[config.mk]
export PLATFORM = sky130hd
export DESIGN_NAME = contactless_frame_limits_timing
export DESIGN_NICKNAME = d
export VERILOG_FILES = /design/src/design/frame_limits_pkg.sv /design/src/design/contactless_frame_limits_timing.sv
export SDC_FILE = /design/constraint.sdc
export NUM_CORES = 1
export LEC_CHECK = 0
export ABC_CLOCK_PERIOD_IN_PS = 2750
export BUFFER_PORTS_ARGS = -buffer_cell sky130_fd_sc_hd__buf_4
export CAP_MARGIN = 20
export CORE_MARGIN = 2
export CORE_UTILIZATION = 46
export DETAILED_ROUTE_END_ITERATION = 10
export PLACE_DENSITY = 0.79
export SETUP_SLACK_MARGIN = 0.02
export SLEW_MARGIN = 30
export SYNTH_ARGS = -nofsm -noshare
export SYNTH_HDL_FRONTEND = slang
export SYNTH_SLANG_ARGS = --single-unit
[constraint.sdc]
create_clock -name clock -period 2.75 [get_ports clock]
set_clock_uncertainty 0.15 [all_clocks]
set_input_delay 0.1375 -clock clock [delete_from_list [all_inputs] [get_ports clock]]
set_output_delay 0.1375 -clock clock [all_outputs]
set_load 0.02 [all_outputs]
[src/design/frame_limits_pkg.sv]
package frame_limits_pkg;

	// register map: byte addresses are the register indices times four
	localparam logic [7:0] ctrl_index     = 8'h1b;
	localparam logic [7:0] settings_index = 8'h1c;
	localparam logic [7:0] status_index   = 8'h1d;
	localparam logic [7:0] mode_index     = 8'h1e;
	localparam logic [9:0] ctrl_addr      = {ctrl_index, 2'b00};
	localparam logic [9:0] settings_addr  = {settings_index, 2'b00};
	localparam logic [9:0] status_addr    = {status_index, 2'b00};
	localparam logic [9:0] mode_addr      = {mode_index, 2'b00};

	localparam logic [7:0] ctrl_reset     = 8'h00;
	localparam logic [7:0] settings_reset = 8'h62;
	localparam logic [7:0] mode_reset     = 8'h00;

	// field positions, rx_length_slot_control
	localparam int wait_sel_bit   = 7;
	localparam int short_slot_bit = 6;
	localparam int max_len_lsb    = 0;
	// field positions, target_card_settings
	localparam int sens_lsb       = 5;
	localparam int tau_lsb        = 3;
	localparam int halt_bit       = 2;
	localparam int resp_ext_lsb   = 0;
	// field positions, mode register
	localparam int sync_det_bit   = 0;
	localparam int active_bit     = 1;
	localparam int min_len_lsb    = 2;

	localparam logic [8:0] len_zero_max   = 9'h100;
	localparam logic [7:0] req_code_halt  = 8'h52;
	localparam logic [3:0] base_resp_bits = 4'h7;

	// timing: data bit period at each rate, in nanoseconds
	localparam int clock_ns   = 50;
	localparam int bit106_ns  = 9440;
	localparam int bit212_ns  = 4720;
	localparam int bit424_ns  = 2360;
	localparam int slot212_bits = 128;

	typedef enum logic [1:0] {
		rate_106 = 2'b00,
		rate_212 = 2'b01,
		rate_424 = 2'b10
	} rate_t;

	typedef struct packed {
		logic       start;
		logic       done;
		logic [8:0] length;
		logic       is_request;
		logic [7:0] req_code;
		logic       valid_cmd;
	} rx_frame_t;

	typedef struct packed {
		logic       accept;
		logic       drop;
	} rx_verdict_t;

endpackage

[src/design/contactless_frame_limits_timing.sv]
`timescale 1ns/1ps
// Functional notes
// - with wait_until_selected set, anticollision ends only on a valid command after a finished select.
// - while wait_until_selected is set, active communication mode is blocked.
// - at 424 kbit passive, short_slot_select picks half the 212 kbit slot, else the full 212 kbit slot.
// - a packet longer than four times max_length_limit is ignored.
// - a max_length_limit of zero means a 256 byte limit.
// - at 106 kbit with sync_detect_enable clear the length checks are skipped.
// - pulse_decoder_sensitivity comes from bits 7 to 5 of the settings register.
// - pulse_decoder_time_constant comes from bits 4 to 3 of the settings register.
// - while card_halt_flag is set at 106 kbit card mode, only request code 52h is accepted.
// - card_halt_flag is set by the host or the protocol engine, and cleared by an rf reset.
// - the least response time is 7 data bits plus min_response_extension.
// - a transmit asked early waits until the least response time is over.
// - a transmit asked late starts at once when bit phase is aligned.
// - a packet shorter than four times min_length_limit is ignored, except 106 kbit without sync.
module contactless_frame_limits_timing
	import frame_limits_pkg::*;
#(
	parameter int addr_w = 10
)(
	input  wire logic              clock,
	input  wire logic              rst_n,
	input  wire logic [addr_w-1:0] avs_address,
	input  wire logic              avs_read,
	input  wire logic              avs_write,
	input  wire logic [31:0]       avs_writedata,
	output logic      [31:0]       avs_readdata,
	output logic                   avs_waitrequest,
	input  wire rate_t             rate,
	input  wire logic              card_mode,
	input  wire rx_frame_t         rx_frame,
	output rx_verdict_t            rx_verdict,
	input  wire logic              halt_set,
	input  wire logic              rf_reset,
	input  wire logic              select_done,
	input  wire logic              anticoll_active,
	output logic                   anticoll_end,
	input  wire logic              tx_request,
	input  wire logic              bit_phase_ok,
	output logic                   tx_start,
	output logic                   active_mode_en,
	output logic      [7:0]        slot_bits,
	output logic      [2:0]        pulse_decoder_sensitivity,
	output logic      [1:0]        pulse_decoder_time_constant
);

	////////////////////////////////////////////////////////////////////////
	// reset release
	// asserted at once, released on a clock edge so that no flop leaves
	// reset one cycle apart from its neighbours
	logic [1:0] rst_sync_ff;
	logic       rst_i_n;

	always_ff @(posedge clock or negedge rst_n) begin
		if (!rst_n) begin
			rst_sync_ff <= 2'b00;
		end else begin
			rst_sync_ff <= {rst_sync_ff[0], 1'b1};
		end
	end
	assign rst_i_n = rst_sync_ff[1];

	////////////////////////////////////////////////////////////////////////
	// register bus: one wait cycle per access, then the answer
	logic [7:0]  ctrl_ff, nxt_ctrl;
	logic [7:0]  settings_ff, nxt_settings;
	logic [7:0]  mode_ff, nxt_mode;
	logic        ack_ff, nxt_ack;
	logic [31:0] rdata_ff, nxt_rdata;
	logic [1:0]  stat_ff, nxt_stat;
	logic        wr_ok;
	logic        halt_wr;

	assign wr_ok = avs_write && ack_ff;
	assign avs_waitrequest = (avs_read || avs_write) && !ack_ff;
	assign avs_readdata = rdata_ff;

	assign pulse_decoder_sensitivity   = settings_ff[sens_lsb +: 3];
	assign pulse_decoder_time_constant = settings_ff[tau_lsb +: 2];

	always_comb begin
		nxt_ctrl     = ctrl_ff;
		nxt_settings = settings_ff;
		nxt_mode     = mode_ff;
		nxt_ack      = (avs_read || avs_write) && !ack_ff;
		nxt_rdata    = rdata_ff;
		halt_wr      = 1'b0;
		// unmapped addresses take writes silently and read as zero
		if (wr_ok) begin
			unique case (avs_address[9:0])
				ctrl_addr:     nxt_ctrl = avs_writedata[7:0];
				settings_addr: begin
					nxt_settings = avs_writedata[7:0];
					halt_wr = avs_writedata[halt_bit];
				end
				mode_addr:     nxt_mode = avs_writedata[7:0];
				default:       ;
			endcase
		end
		// set beats clear: host write of halt 0 loses to an engine set
		if (halt_set || halt_wr) begin
			nxt_settings[halt_bit] = 1'b1;
		end else if (rf_reset) begin
			nxt_settings[halt_bit] = 1'b0;
		end
		// the read word is captured on the wait cycle, so it is settled
		// at the edge on which the master takes it
		if (avs_read && !ack_ff) begin
			unique case (avs_address[9:0])
				ctrl_addr:     nxt_rdata = {24'h0, ctrl_ff};
				settings_addr: nxt_rdata = {24'h0, settings_ff};
				status_addr:   nxt_rdata = {30'h0, stat_ff};
				mode_addr:     nxt_rdata = {24'h0, mode_ff};
				default:       nxt_rdata = 32'h0;
			endcase
		end
	end

	always_ff @(posedge clock or negedge rst_i_n) begin
		if (!rst_i_n) begin
			ctrl_ff     <= ctrl_reset;
			settings_ff <= settings_reset;
			mode_ff     <= mode_reset;
			ack_ff      <= 1'b0;
			rdata_ff    <= 32'h0;
		end else begin
			ctrl_ff     <= nxt_ctrl;
			settings_ff <= nxt_settings;
			mode_ff     <= nxt_mode;
			ack_ff      <= nxt_ack;
			rdata_ff    <= nxt_rdata;
		end
	end

	////////////////////////////////////////////////////////////////////////
	// mode and slot
	// slot length is counted in 212 kbit bit times
	logic wait_sel;
	assign wait_sel = ctrl_ff[wait_sel_bit];
	assign active_mode_en = mode_ff[active_bit] && !wait_sel;

	always_comb begin
		slot_bits = 8'(slot212_bits);
		if (rate == rate_424 && ctrl_ff[short_slot_bit]) begin
			slot_bits = 8'(slot212_bits / 2);
		end
	end

	////////////////////////////////////////////////////////////////////////
	// packet filter, verdict registered on frame end
	// lengths are in bytes; both limits are multiples of four
	logic [8:0] max_len, min_len;
	logic       skip_len, len_bad, halt_bad;
	logic [5:0] max_field;

	assign max_field = ctrl_ff[max_len_lsb +: 6];
	assign max_len = (max_field == 6'h00) ? len_zero_max
	                 : {1'b0, max_field, 2'b00};
	assign min_len = {1'b0, mode_ff[min_len_lsb +: 6], 2'b00};
	assign skip_len = (rate == rate_106) && !mode_ff[sync_det_bit];
	assign len_bad = !skip_len && ((rx_frame.length > max_len)
	                 || (rx_frame.length < min_len));
	assign halt_bad = settings_ff[halt_bit] && card_mode
	                  && rate == rate_106 && rx_frame.is_request
	                  && rx_frame.req_code != req_code_halt;

	rx_verdict_t verdict_ff, nxt_verdict;
	always_comb begin
		nxt_verdict.accept = rx_frame.done && !len_bad && !halt_bad;
		// dropped frames give no data and need no recovery step
		nxt_verdict.drop = rx_frame.done && (len_bad || halt_bad);
	end
	assign rx_verdict = verdict_ff;

	////////////////////////////////////////////////////////////////////////
	// anticollision end, response timer
	localparam int b106_cyc = bit106_ns / clock_ns;
	localparam int b212_cyc = bit212_ns / clock_ns;
	localparam int b424_cyc = bit424_ns / clock_ns;

	logic        selected_ff, nxt_selected;
	logic        end_ff, nxt_end;
	logic [7:0]  bitcyc_ff, nxt_bitcyc;
	logic [3:0]  bits_ff, nxt_bits;
	logic        pend_ff, nxt_pend;
	logic        start_ff, nxt_start;
	logic [7:0]  bit_len;
	logic [3:0]  need_bits;
	logic        elapsed;

	always_comb begin
		unique case (rate)
			rate_212: bit_len = 8'(b212_cyc);
			rate_424: bit_len = 8'(b424_cyc);
			default:  bit_len = 8'(b106_cyc);
		endcase
	end
	assign need_bits = base_resp_bits
	                   + {2'b00, settings_ff[resp_ext_lsb +: 2]};
	assign elapsed = bits_ff >= need_bits;

	// anticollision: a select only counts while the command runs, and is
	// forgotten as soon as the command ends
	always_comb begin
		nxt_selected = selected_ff;
		nxt_end = 1'b0;
		if (!anticoll_active) begin
			nxt_selected = 1'b0;
		end else if (select_done) begin
			nxt_selected = 1'b1;
		end
		if (anticoll_active && nxt_verdict.accept && rx_frame.valid_cmd) begin
			nxt_end = !wait_sel || selected_ff;
		end
	end

	always_ff @(posedge clock or negedge rst_i_n) begin
		if (!rst_i_n) begin
			selected_ff <= 1'b0;
			end_ff      <= 1'b0;
		end else begin
			selected_ff <= nxt_selected;
			end_ff      <= nxt_end;
		end
	end
	assign anticoll_end = end_ff;

	// response timer: restarts on every frame end and stops once elapsed,
	// so the bit counter cannot wrap back under the limit
	always_comb begin
		nxt_bitcyc = bitcyc_ff;
		nxt_bits   = bits_ff;
		if (rx_frame.done) begin
			nxt_bitcyc = 8'h00;
			nxt_bits   = 4'h0;
		end else if (!elapsed) begin
			if (bitcyc_ff + 8'h01 >= bit_len) begin
				nxt_bitcyc = 8'h00;
				nxt_bits   = bits_ff + 4'h1;
			end else begin
				nxt_bitcyc = bitcyc_ff + 8'h01;
			end
		end
	end

	always_ff @(posedge clock or negedge rst_i_n) begin
		if (!rst_i_n) begin
			bitcyc_ff <= 8'h00;
			bits_ff   <= 4'h0;
		end else begin
			bitcyc_ff <= nxt_bitcyc;
			bits_ff   <= nxt_bits;
		end
	end

	// transmit: a request is held until the timer and the bit phase allow it
	always_comb begin
		nxt_pend  = pend_ff || tx_request;
		nxt_start = 1'b0;
		if (nxt_pend && elapsed && bit_phase_ok) begin
			nxt_start = 1'b1;
			nxt_pend  = 1'b0;
		end
	end

	always_ff @(posedge clock or negedge rst_i_n) begin
		if (!rst_i_n) begin
			pend_ff  <= 1'b0;
			start_ff <= 1'b0;
		end else begin
			pend_ff  <= nxt_pend;
			start_ff <= nxt_start;
		end
	end
	assign tx_start = start_ff;

	// status lags the timer by one cycle; it is meant for software only
	always_comb nxt_stat = {pend_ff, elapsed};
	always_ff @(posedge clock or negedge rst_i_n) begin
		if (!rst_i_n) begin
			stat_ff <= 2'b00;
		end else begin
			stat_ff <= nxt_stat;
		end
	end

	// verdict pulses stand for the one cycle after the frame end
	always_ff @(posedge clock or negedge rst_i_n) begin
		if (!rst_i_n) begin
			verdict_ff <= '0;
		end else begin
			verdict_ff <= nxt_verdict;
		end
	end
endmodule

==> results of run 1 <==
layout make-up:
type	count	area [µm²]	share of cell area (%)
clock inverters	3	25.0	0.547
repair buffers	115	918	20.1
flip-flops and latches	55	1380	30.2
clock buffers	5	68.8	1.50
multi-input cells	247	1970	43.1
well taps	99	124	2.71
inverters	23	86.3	1.89
placed cells by master (no fill, tap or decap), types with 3 or more instances in the layout:
master / instances
o21ai_0: 17
nor3b_1: 3
o31ai_1: 3
a21o_1: 3
inv_1: 22
nor2_4: 3
a21oi_1: 5
a22o_1: 14
nor2_1: 12
dfstp_2: 3
ha_1: 26
nor2b_1: 8
o21a_1: 4
nand2b_1: 4
nand2_2: 3
dlygate4sd3_1: 22
mux2_2: 16
o32ai_1: 5
mux2i_1: 6
dfrtp_1: 51
nand2_1: 28
nand4_1: 3
clkbuf_8: 5
nand3_1: 4
buf_4: 93
conb_1: 31
through the flow:
stage / power [µW] / util, %
2_1_floorplan: 1170 / -
3_3_place_gp: 1250 / 55.5
3_5_place_dp: 1270 / 55.5
4_1_cts: 1770 / 60.1
5_1_grt: 1900 / 62.8
6_report: 1810 / 62.8
cell families (layout without fill, tap and decap cells):
family / count (synthesis) / in the layout / synth area share (%)
flip-flops: 55 / 55 / 39.6
multiplexers: 22 / 22 / 6.90
buffers and inverters: 67 / 146 / 11.4
other: 2 / 31 / 0.216
AO/OA/AOI/OAI: 68 / 69 / 15.4
AND/OR/NAND/NOR: 90 / 90 / 14.5
XOR/XNOR: 6 / 6 / 1.51
adder cells (fa/ha/maj): 29 / 29 / 10.4
where the power goes:
part,switching [µW],internal [µW]
clock network,279,186
registers,52.7,848
logic,225,216
flip-flops by register name, summed over array words and instances, names as in the netlist:
signal        count
ack_ff            1
anticoll_end      1
avs_readdata      8
bitcyc_ff         8
bits_ff           4
ctrl_ff           8
mode_ff           8
pend_ff           1
rst_sync_ff       2
rx_verdict        2
selected_ff       1
settings_ff       8
stat_ff           2
tx_start          1
final timing paths:
path	start	endpoint	slack [ns]
max in group asynchronous	rst_sync_ff[1]	settings_ff[5]	1.55
worst min-delay path	rx_frame[11]	anticoll_end	0.11
worst max-delay path	bitcyc_ff[1]	bits_ff[0]	-0.06
worst max register to register	bitcyc_ff[1]	bits_ff[0]	-0.06
min in group asynchronous	rst_sync_ff[1]	mode_ff[0]	0.14
worst min register to register	rst_sync_ff[1]	mode_ff[0]	0.14
timing repair:
item | 4_1_cts | 5_1_grt
resized for setup | 4 | 24
setup buffers | 1 | 7
setup endpoints to repair | 9 | 13
cloned | 0 | 1
pin swaps | 0 | 10
endpoints found under the hold margin | 32 | 0
hold buffers | 22 | 0
tightest hold or removal path: stages:
cell and delay (ns):
buf_4 0.08, o31a_1 0.12, o21a_1 0.15, nor3_1 0.06
layer usage:
metal  wire length, µm  vias to the layer above  track usage, %
li1                  -                     1353               -
met1              3410                     1368            24.1
met2              4230                       76            32.7
met4               114                        0            4.67
met5                 0                        -               0
met3               383                       12            3.49
==> qor.csv, run 1 <==
stage,metric,value,unit
grt,antenna_found_initial,0,
worst_setup_path,crit_fanout,4,
synthesis,ys_ff_latch,55,
die,core.rowCount,31,
finish,final_cells,547,
grt,globalRouteOverflowTotal,0,
cts,clk_pin_slew,0.11,ns
drt,remaining_drc_errors,0,
die,num_io_pins,127,
drt,drt-pass1-iter-count,4,
timing,hold_ws,0.109,ns
drt,viasPerCell,5.14,
worst_setup_path,crit_path_max_incr_delay,0.53,ns
worst_setup_path,r2r_cells,11,
synthesis,yosys_warnings,0,
synthesis,synth.distinct_cells,59,
worst_setup_path,crit_family,simple AND/OR/NAND/NOR gates,
drt,drtIter0Drc,103,
worst_setup_path,cp.buffers_inverters,1,
worst_setup_path,crit_type,reg2reg,
timing,timing.fmax,0.356,GHz
synthesis,syn_inst,339,
finish,drive_above_1_share,34.6,%
finish,syn_to_final_growth,31.4,%
die,dieArea,8280,µm²
status,violations,negative setup slack,
synthesis,synth_area_per_cell,10.3,µm²
placement,placedInstanceArea,4040,µm²
worst_setup_path,cp-start-kind,flop,
timing,layout_worst_path_cycle_share,102,%
grt,grt_pass1_wl,12.6,mm
placement,gp_congestion,0.869,
synthesis,synth_most_common_cell,dfrtp_1,
grt,grt_start_max_net_pins,30,
worst_setup_path,path_cells,and3_4 > nand3_4 > nor2_4 > xnor2_2 > inv_2 > ha_4 > and2_4 > nand4_1 > o311a_4 > or4_4 > nand2_2,
placement,io_buffers,71,
synthesis,synthTopCellsByArea,"dfrtp_1 37%, ha_1 10%, buf_4 7.8%, mux2_2 5.2%, a22o_1 3.5%",
worst_setup_path,crit_slowest_cell,or4_4,
hold_path,hp-class,in2reg,
worst_setup_path,cp.required,2.84,ns
synthesis,synth_top_area_share,37.4,%
die,die_width,91.0,µm
placement,placed_cells,508,
timing,finalSetupViolCount,2,
die,core,7290,µm²
cts,numClockSinks,55,
finish,fillers,603,
timing,worstMarginPinSlew,0.646,ns
cts,root_buffer,clkbuf_8,
grt,grt_pass1_vias,2661,
synthesis,ys_seq_area_share,39.6,%
drt,wirelength,8.14,mm
timing,max_slew_margin,56.9,%
cts,cts_made_buffers,5,
finish,nNetsFinal,552,
synthesis,synth_flop_cell,dfrtp_1,
drt,wl_per_cell,14.9,µm
hold_path,whs_path_depth,4,
cts,insertion_delay,0.32,ns
power_and_ir_drop,leakagePower,0.00221,µW
placement,dp_hpwl,5.95,mm
synthesis,async_reset_ff_share,100,%
worst_setup_path,cp.depth,11,
synthesis,ys_top_cells_by_count,"52 x dfrtp_1, 36 x buf_4, 30 x nand2_1, 29 x ha_1, 23 x inv_1",
die,initial_core_util,47.8,%
timing,rsz0062_at_grt,true,
worst_setup_path,cp.arrival,2.91,ns
die,chipHeight,91.0,µm
cts,htreeDepth,2,
synthesis,synth_top_area_cell,dfrtp_1,
power_and_ir_drop,vdd.ir_drop.worst,0.225,mV
drt,dr_total_vias,2809,
cts,max-clock-path-buffers,2,
drt,postRouteAntennaNets,0,
timing,fin_tns_setup,-0.0728,ns
worst_setup_path,end_kind,flop,
grt,track_usage,18.8,%
power_and_ir_drop,cellPowerDensity,395,nW/µm²
cts,tritoncts,yes,
job,drv_cap,0,
finish,diodes,0,
timing,period_needed,2.81,ns
status,outcome,finished with violations,
finish,stdcell_area,4580,µm²
placement,pre_cts_slack,-0.0983,ns
timing,slew_viol_final,0,
synthesis,syn_area,3480,µm²
synthesis,synth_edf_count,0,
timing,hold_viol_final,0,
timing,setup_slack,-0.0614,ns
No activity file was read; power rests on OpenSTA's default activity.
==> run 2: changes to the inputs <==
Settings changed: ABC_CLOCK_PERIOD_IN_PS 2750 to 2400, CORE_UTILIZATION 46 to 45, HOLD_SLACK_MARGIN set to 0.02, PLACE_DENSITY 0.79 to 0.81.
Clock period 2.75 ns to 2.4 ns, I/O delays scaled along.
==> run 2 against run 1 <==
The run still ends with negative setup slack left. Hold slack lost 0.0041 ns. Sequential share of layout area shrank 0.47 points. Non-clock buffer count up 6. Worst setup slack lost 0.26 ns. Clock power is 19% higher. Clock-buffer cell count is the same. Global-route usage increased by 1.4 points. Core utilization shrank 1.6 points. Critical endpoint unchanged.
==> qor.csv, run 2 (synthesis gave the netlist of run 1 again) <==
stage,metric,value,unit
worst_setup_path,cp-start-kind,flop,
finish,drive_above_1_share,35.5,%
finish,diodes,0,
worst_setup_path,r2r_cells,11,
drt,top_layer,met4,
finish,syn_to_final_growth,33.5,%
status,violations,negative setup slack,
timing,setup_slack,-0.319,ns
placement,gp_congestion,0.885,
cts,tritoncts,yes,
grt,grt_pass1_vias,2887,
cts,insertion_delay,0.31,ns
cts,htreeDepth,2,
drt,dr_total_vias,2842,
cts,cts_made_buffers,5,
grt,globalRouteOverflowTotal,0,
worst_setup_path,crit_type,reg2reg,
worst_setup_path,crit_family,simple AND/OR/NAND/NOR gates,
die,initial_core_util,45.8,%
hold_path,hp-class,in2reg,
worst_setup_path,cp.arrival,2.82,ns
grt,grt_pass1_wl,13.6,mm
power_and_ir_drop,vdd.ir_drop.worst,0.253,mV
hold_path,whs_path_depth,4,
die,die_width,92.0,µm
timing,timing.fmax,0.368,GHz
power_and_ir_drop,leakagePower,0.00229,µW
die,dieArea,8460,µm²
worst_setup_path,end_kind,flop,
placement,pre_cts_slack,-0.417,ns
worst_setup_path,crit_fanout,5,
power_and_ir_drop,cellPowerDensity,451,nW/µm²
finish,fillers,591,
worst_setup_path,cp.required,2.50,ns
grt,antenna_found_initial,0,
die,num_io_pins,127,
timing,finalSetupViolCount,12,
timing,hold_viol_final,0,
drt,m1WireLength,3.31,mm
finish,final_common_cell,buf_4,
placement,placedInstanceArea,4110,µm²
grt,grt_start_max_net_pins,29,
finish,nNetsFinal,558,
timing,rsz0062_at_grt,true,
worst_setup_path,crit_slowest_cell,or4_4,
finish,stdcell_area,4650,µm²
drt,remaining_drc_errors,0,
die,chipHeight,92.0,µm
timing,slew_viol_final,0,
placement,dp_hpwl,6.18,mm
drt,wl_met2,4.66,mm
grt,track_usage,20.2,%
status,outcome,finished with violations,
drt,postRouteAntennaNets,0,
worst_setup_path,cp.buffers_inverters,1,
die,core.rowCount,32,
cts,clk_pin_slew,0.11,ns
drt,viasPerCell,5.11,
drt,met3_length,350,µm
die,core,7610,µm²
cts,root_buffer,clkbuf_8,
job,drv_cap,0,
worst_setup_path,cp.depth,11,
drt,wl_per_cell,15.3,µm
finish,final_cell_mix,"93 x buf_4, 51 x dfrtp_1, 31 x conb_1",
placement,io_buffers,71,
timing,layout_worst_path_cycle_share,113,%
timing,max_slew_margin,58.9,%
worst_setup_path,crit_path_max_incr_delay,0.43,ns
drt,wirelength,8.49,mm
drt,drtIter0Drc,149,
cts,numClockSinks,55,
timing,period_needed,2.72,ns
drt,drt-pass1-iter-count,5,
timing,worstMarginPinSlew,0.614,ns
cts,max-clock-path-buffers,2,
worst_setup_path,path_cells,and3_4 > nand3_4 > nor2_4 > xnor2_2 > inv_2 > ha_4 > and2_4 > nand4_1 > o311a_4 > or4_4 > nand2_1,
-- run 2: changes by cell type in the layout (fill, tap and decap cells not counted), sizes merged --
cell	delta
dlygate4sd3	-1
buf	+7
-- run 2: path summary, 6_finish.rpt --
| path | start | to | slack, ns |
|---|---|---|---|
| hold / removal | rx_frame[11] | anticoll_end | 0.10 |
| setup reg to reg | bitcyc_ff[1] | bits_ff[0] | -0.32 |
| max in group asynchronous | rst_sync_ff[1] | settings_ff[1] | 1.34 |
| min in group asynchronous | rst_sync_ff[1] | ctrl_ff[2] | 0.13 |
| setup / recovery | bitcyc_ff[1] | bits_ff[0] | -0.32 |
| hold reg to reg | rst_sync_ff[1] | ctrl_ff[2] | 0.13 |
-- run 2: metal layers --
metal / global-route usage, % / up-vias
met5: 0 / -
met4: 5.72 / 0
met3: 3.12 / 13
met2: 37.9 / 77
met1: 23.6 / 1382
li1: - / 1370
-- run 2: where the power goes --
part | total [µW] | internal, µW | leakage (µW) | switching [µW]
Sequential | 1030 | 972 | 0.000691 | 55.8
Clock | 552 | 217 | 0.0000467 | 335
Combinational | 518 | 259 | 0.00156 | 259
Total | 2100 | 1450 | 0.00229 | 650
-- run 2: stage by stage --
step | utilization (%) | total power, µW | std cells | hold slack, ns | TNS (ns)
5_1_grt | 61.1 | 2200 | 556 | 0.154 | -4.07
2_1_floorplan | - | 1340 | 368 | -0.326 | -0.739
3_5_place_dp | 54.0 | 1470 | 517 | -0.246 | -3.40
6_report | 61.1 | 2100 | 556 | 0.105 | -3.07
3_3_place_gp | 54.0 | 1450 | 517 | -0.245 | -1.61
4_1_cts | 60.5 | 2080 | 554 | 0.109 | -2.41
-- run 2: worst register-to-register path, stage by stage (launching register included) --
cell	delay, ns
dfrtp_1	0.41
and3_4	0.22
nand3_4	0.09
nor2_4	0.11
xnor2_2	0.14
inv_2	0.07
ha_4	0.28
and2_4	0.14
nand4_1	0.16
o311a_4	0.39
or4_4	0.43
nand2_1	0.09
-- run 2: final cells by class --
cell class	instances	area, µm²	share of cell area, %
clock buffers	5	68.8	1.48
flip-flops and latches	55	1380	29.7
clock inverters	3	27.5	0.592
repair buffers	121	996	21.4
multi-input cells	247	1960	42.2
inverters	23	86.3	1.86
well taps	102	128	2.74
-- run 2: what timing repair did --
action                     4_1_cts  5_1_grt
resized for setup               23        7
hold buffers                    21        0
pin swaps                        5        4
buffers inserted                 7        2
setup endpoints to repair       12       12
gates cloned                     1        0
hold endpoints to repair        33        0
==> run 3: changes to the inputs <==
Settings changed: RECOVER_POWER set to 50, SKIP_CTS_REPAIR_TIMING set to 1.
==> run 3 against run 2 <==
The flow still finishes with violations (negative setup slack). Worst setup slack got worse by 0.025 ns. Core utilization is 1.1 points lower. Sequential power about the same. Critical endpoint is now bitcyc_ff[2]. Highest routed layer unchanged.
==> qor.csv, run 3 (synthesis gave the netlist of run 1 again) <==
stage,metric,value,unit
drt,drt-pass1-iter-count,4,
worst_setup_path,cp-start-kind,flop,
worst_setup_path,ff2ff_setup_slack,-0.34,ns
die,num_io_pins,127,
cts,numClockSinks,55,
finish,syn_to_final_growth,31.2,%
finish,diodes,0,
placement,placedInstanceArea,4110,µm²
drt,viasPerCell,5.12,
status,violations,negative setup slack,
grt,globalRouteOverflowTotal,0,
die,core.rowCount,32,
cts,clk_pin_slew,0.10,ns
power_and_ir_drop,cellPowerDensity,455,nW/µm²
timing,rsz0062_at_grt,true,
cts,htreeDepth,2,
placement,gp_congestion,0.885,
finish,final_common_cell,buf_4,
die,core,7610,µm²
drt,wl_per_cell,15.2,µm
grt,track_usage,18.4,%
drt,dr_total_vias,2830,
worst_setup_path,crit_fanout,4,
cts,root_buffer,clkbuf_8,
timing,setup_slack,-0.343,ns
timing,slew_viol_final,0,
finish,stdcell_area,4570,µm²
worst_setup_path,crit_type,reg2reg,
cts,tritoncts,yes,
die,chipHeight,92.0,µm
timing,hold_viol_final,0,
placement,io_buffers,71,
worst_setup_path,cp.arrival,2.80,ns
timing,worstMarginPinSlew,1.05,ns
grt,grt_pass1_wl,12.5,mm
timing,timing.fmax,0.365,GHz
finish,fillers,610,
die,dieArea,8460,µm²
drt,remaining_drc_errors,0,
cts,insertion_delay,0.31,ns
finish,nNetsFinal,555,
timing,finalSetupViolCount,12,
drt,wirelength,8.39,mm
grt,grt_pass1_vias,2655,
die,initial_core_util,45.8,%
finish,final_util,60.1,%
die,die_width,92.0,µm
timing,fin_tns_setup,-2.93,ns
cts,max-clock-path-buffers,2,
placement,dp_hpwl,6.18,mm
job,drv_cap,0,
drt,drtIter0Drc,138,
worst_setup_path,end_kind,flop,
timing,period_needed,2.74,ns
cts,cts_made_buffers,5,
grt,grt_start_max_net_pins,29,
finish,final_cell_mix,"86 x buf_4, 52 x dfrtp_1, 31 x conb_1",
drt,postRouteAntennaNets,0,
status,outcome,finished with violations,
power_and_ir_drop,leakagePower,0.00225,µW
grt,antenna_found_initial,0,
power_and_ir_drop,vdd.ir_drop.worst,0.249,mV
hold_path,hp-class,in2reg,
placement,pre_cts_slack,-0.417,ns
finish,drive_above_1_share,33.7,%
timing,layout_worst_path_cycle_share,114,%
worst_setup_path,cp.required,2.45,ns
timing,max_slew_margin,29.7,%
## run 3: cell count changes in the layout (fill, tap and decap cells not counted), moves of 2 or more
| cell | delta |
|---|---|
| o31ai_2 | -2 |
| clkbuf_1 | +3 |
| o31ai_1 | +2 |
| buf_4 | -7 |
| clkbuf_4 | +2 |
## run 3: stage by stage
step                hold WS [ns]  cells  total power, µW
floorplan                 -0.326    368             1340
global placement          -0.245    517             1450
detailed placement        -0.246    517             1470
CTS                       -0.587    525             2010
global route               0.154    553             2180
finish                     0.106    553             2080
## run 3: path summary, 6_finish.rpt
path,from,endpoint,depth (start not counted)
max,bitcyc_ff[1],bitcyc_ff[2],13
min,rx_frame[11],anticoll_end,4
max reg2reg,bitcyc_ff[1],bitcyc_ff[2],13
min reg2reg,rst_sync_ff[0],rst_sync_ff[1],0
max in group asynchronous,rst_sync_ff[1],ctrl_ff[0],1
min in group asynchronous,rst_sync_ff[1],ctrl_ff[2],0
## run 3: worst max-delay path: stages, from the launching register on
cell	delay, ns
dfrtp_1	0.41
and3_4	0.22
nand3_4	0.09
nor2_4	0.13
xnor2_2	0.13
inv_2	0.08
ha_4	0.28
and2_4	0.13
nand4_1	0.12
buf_4	0.18
o311ai_4	0.31
buf_6	0.15
o21bai_1	0.06
a22o_1	0.18
## run 3: report_power, final
part	internal (µW)	leakage (µW)	switching [µW]	total, µW
Sequential	971	0.000692	54.2	1030
Combinational	251	0.00151	253	504
Clock	217	0.0000467	331	549
## run 3: area by class of cell
cell class / count / area [µm²] / area share (%)
repair buffers: 119 / 955 / 20.9
multi-input cells: 246 / 1920 / 42.1
clock buffers: 5 / 68.8 / 1.51
well taps: 102 / 128 / 2.79
clock inverters: 3 / 27.5 / 0.602
inverters: 23 / 86.3 / 1.89
flip-flops and latches: 55 / 1380 / 30.2
## run 3: layer usage
layer	track usage (%)	wire, µm	part of all wire [%]
met3	3.20	312	3.7
met4	4.85	127	1.5
met2	33.3	4620	55
met1	22.5	3340	40
met5	0	0	0
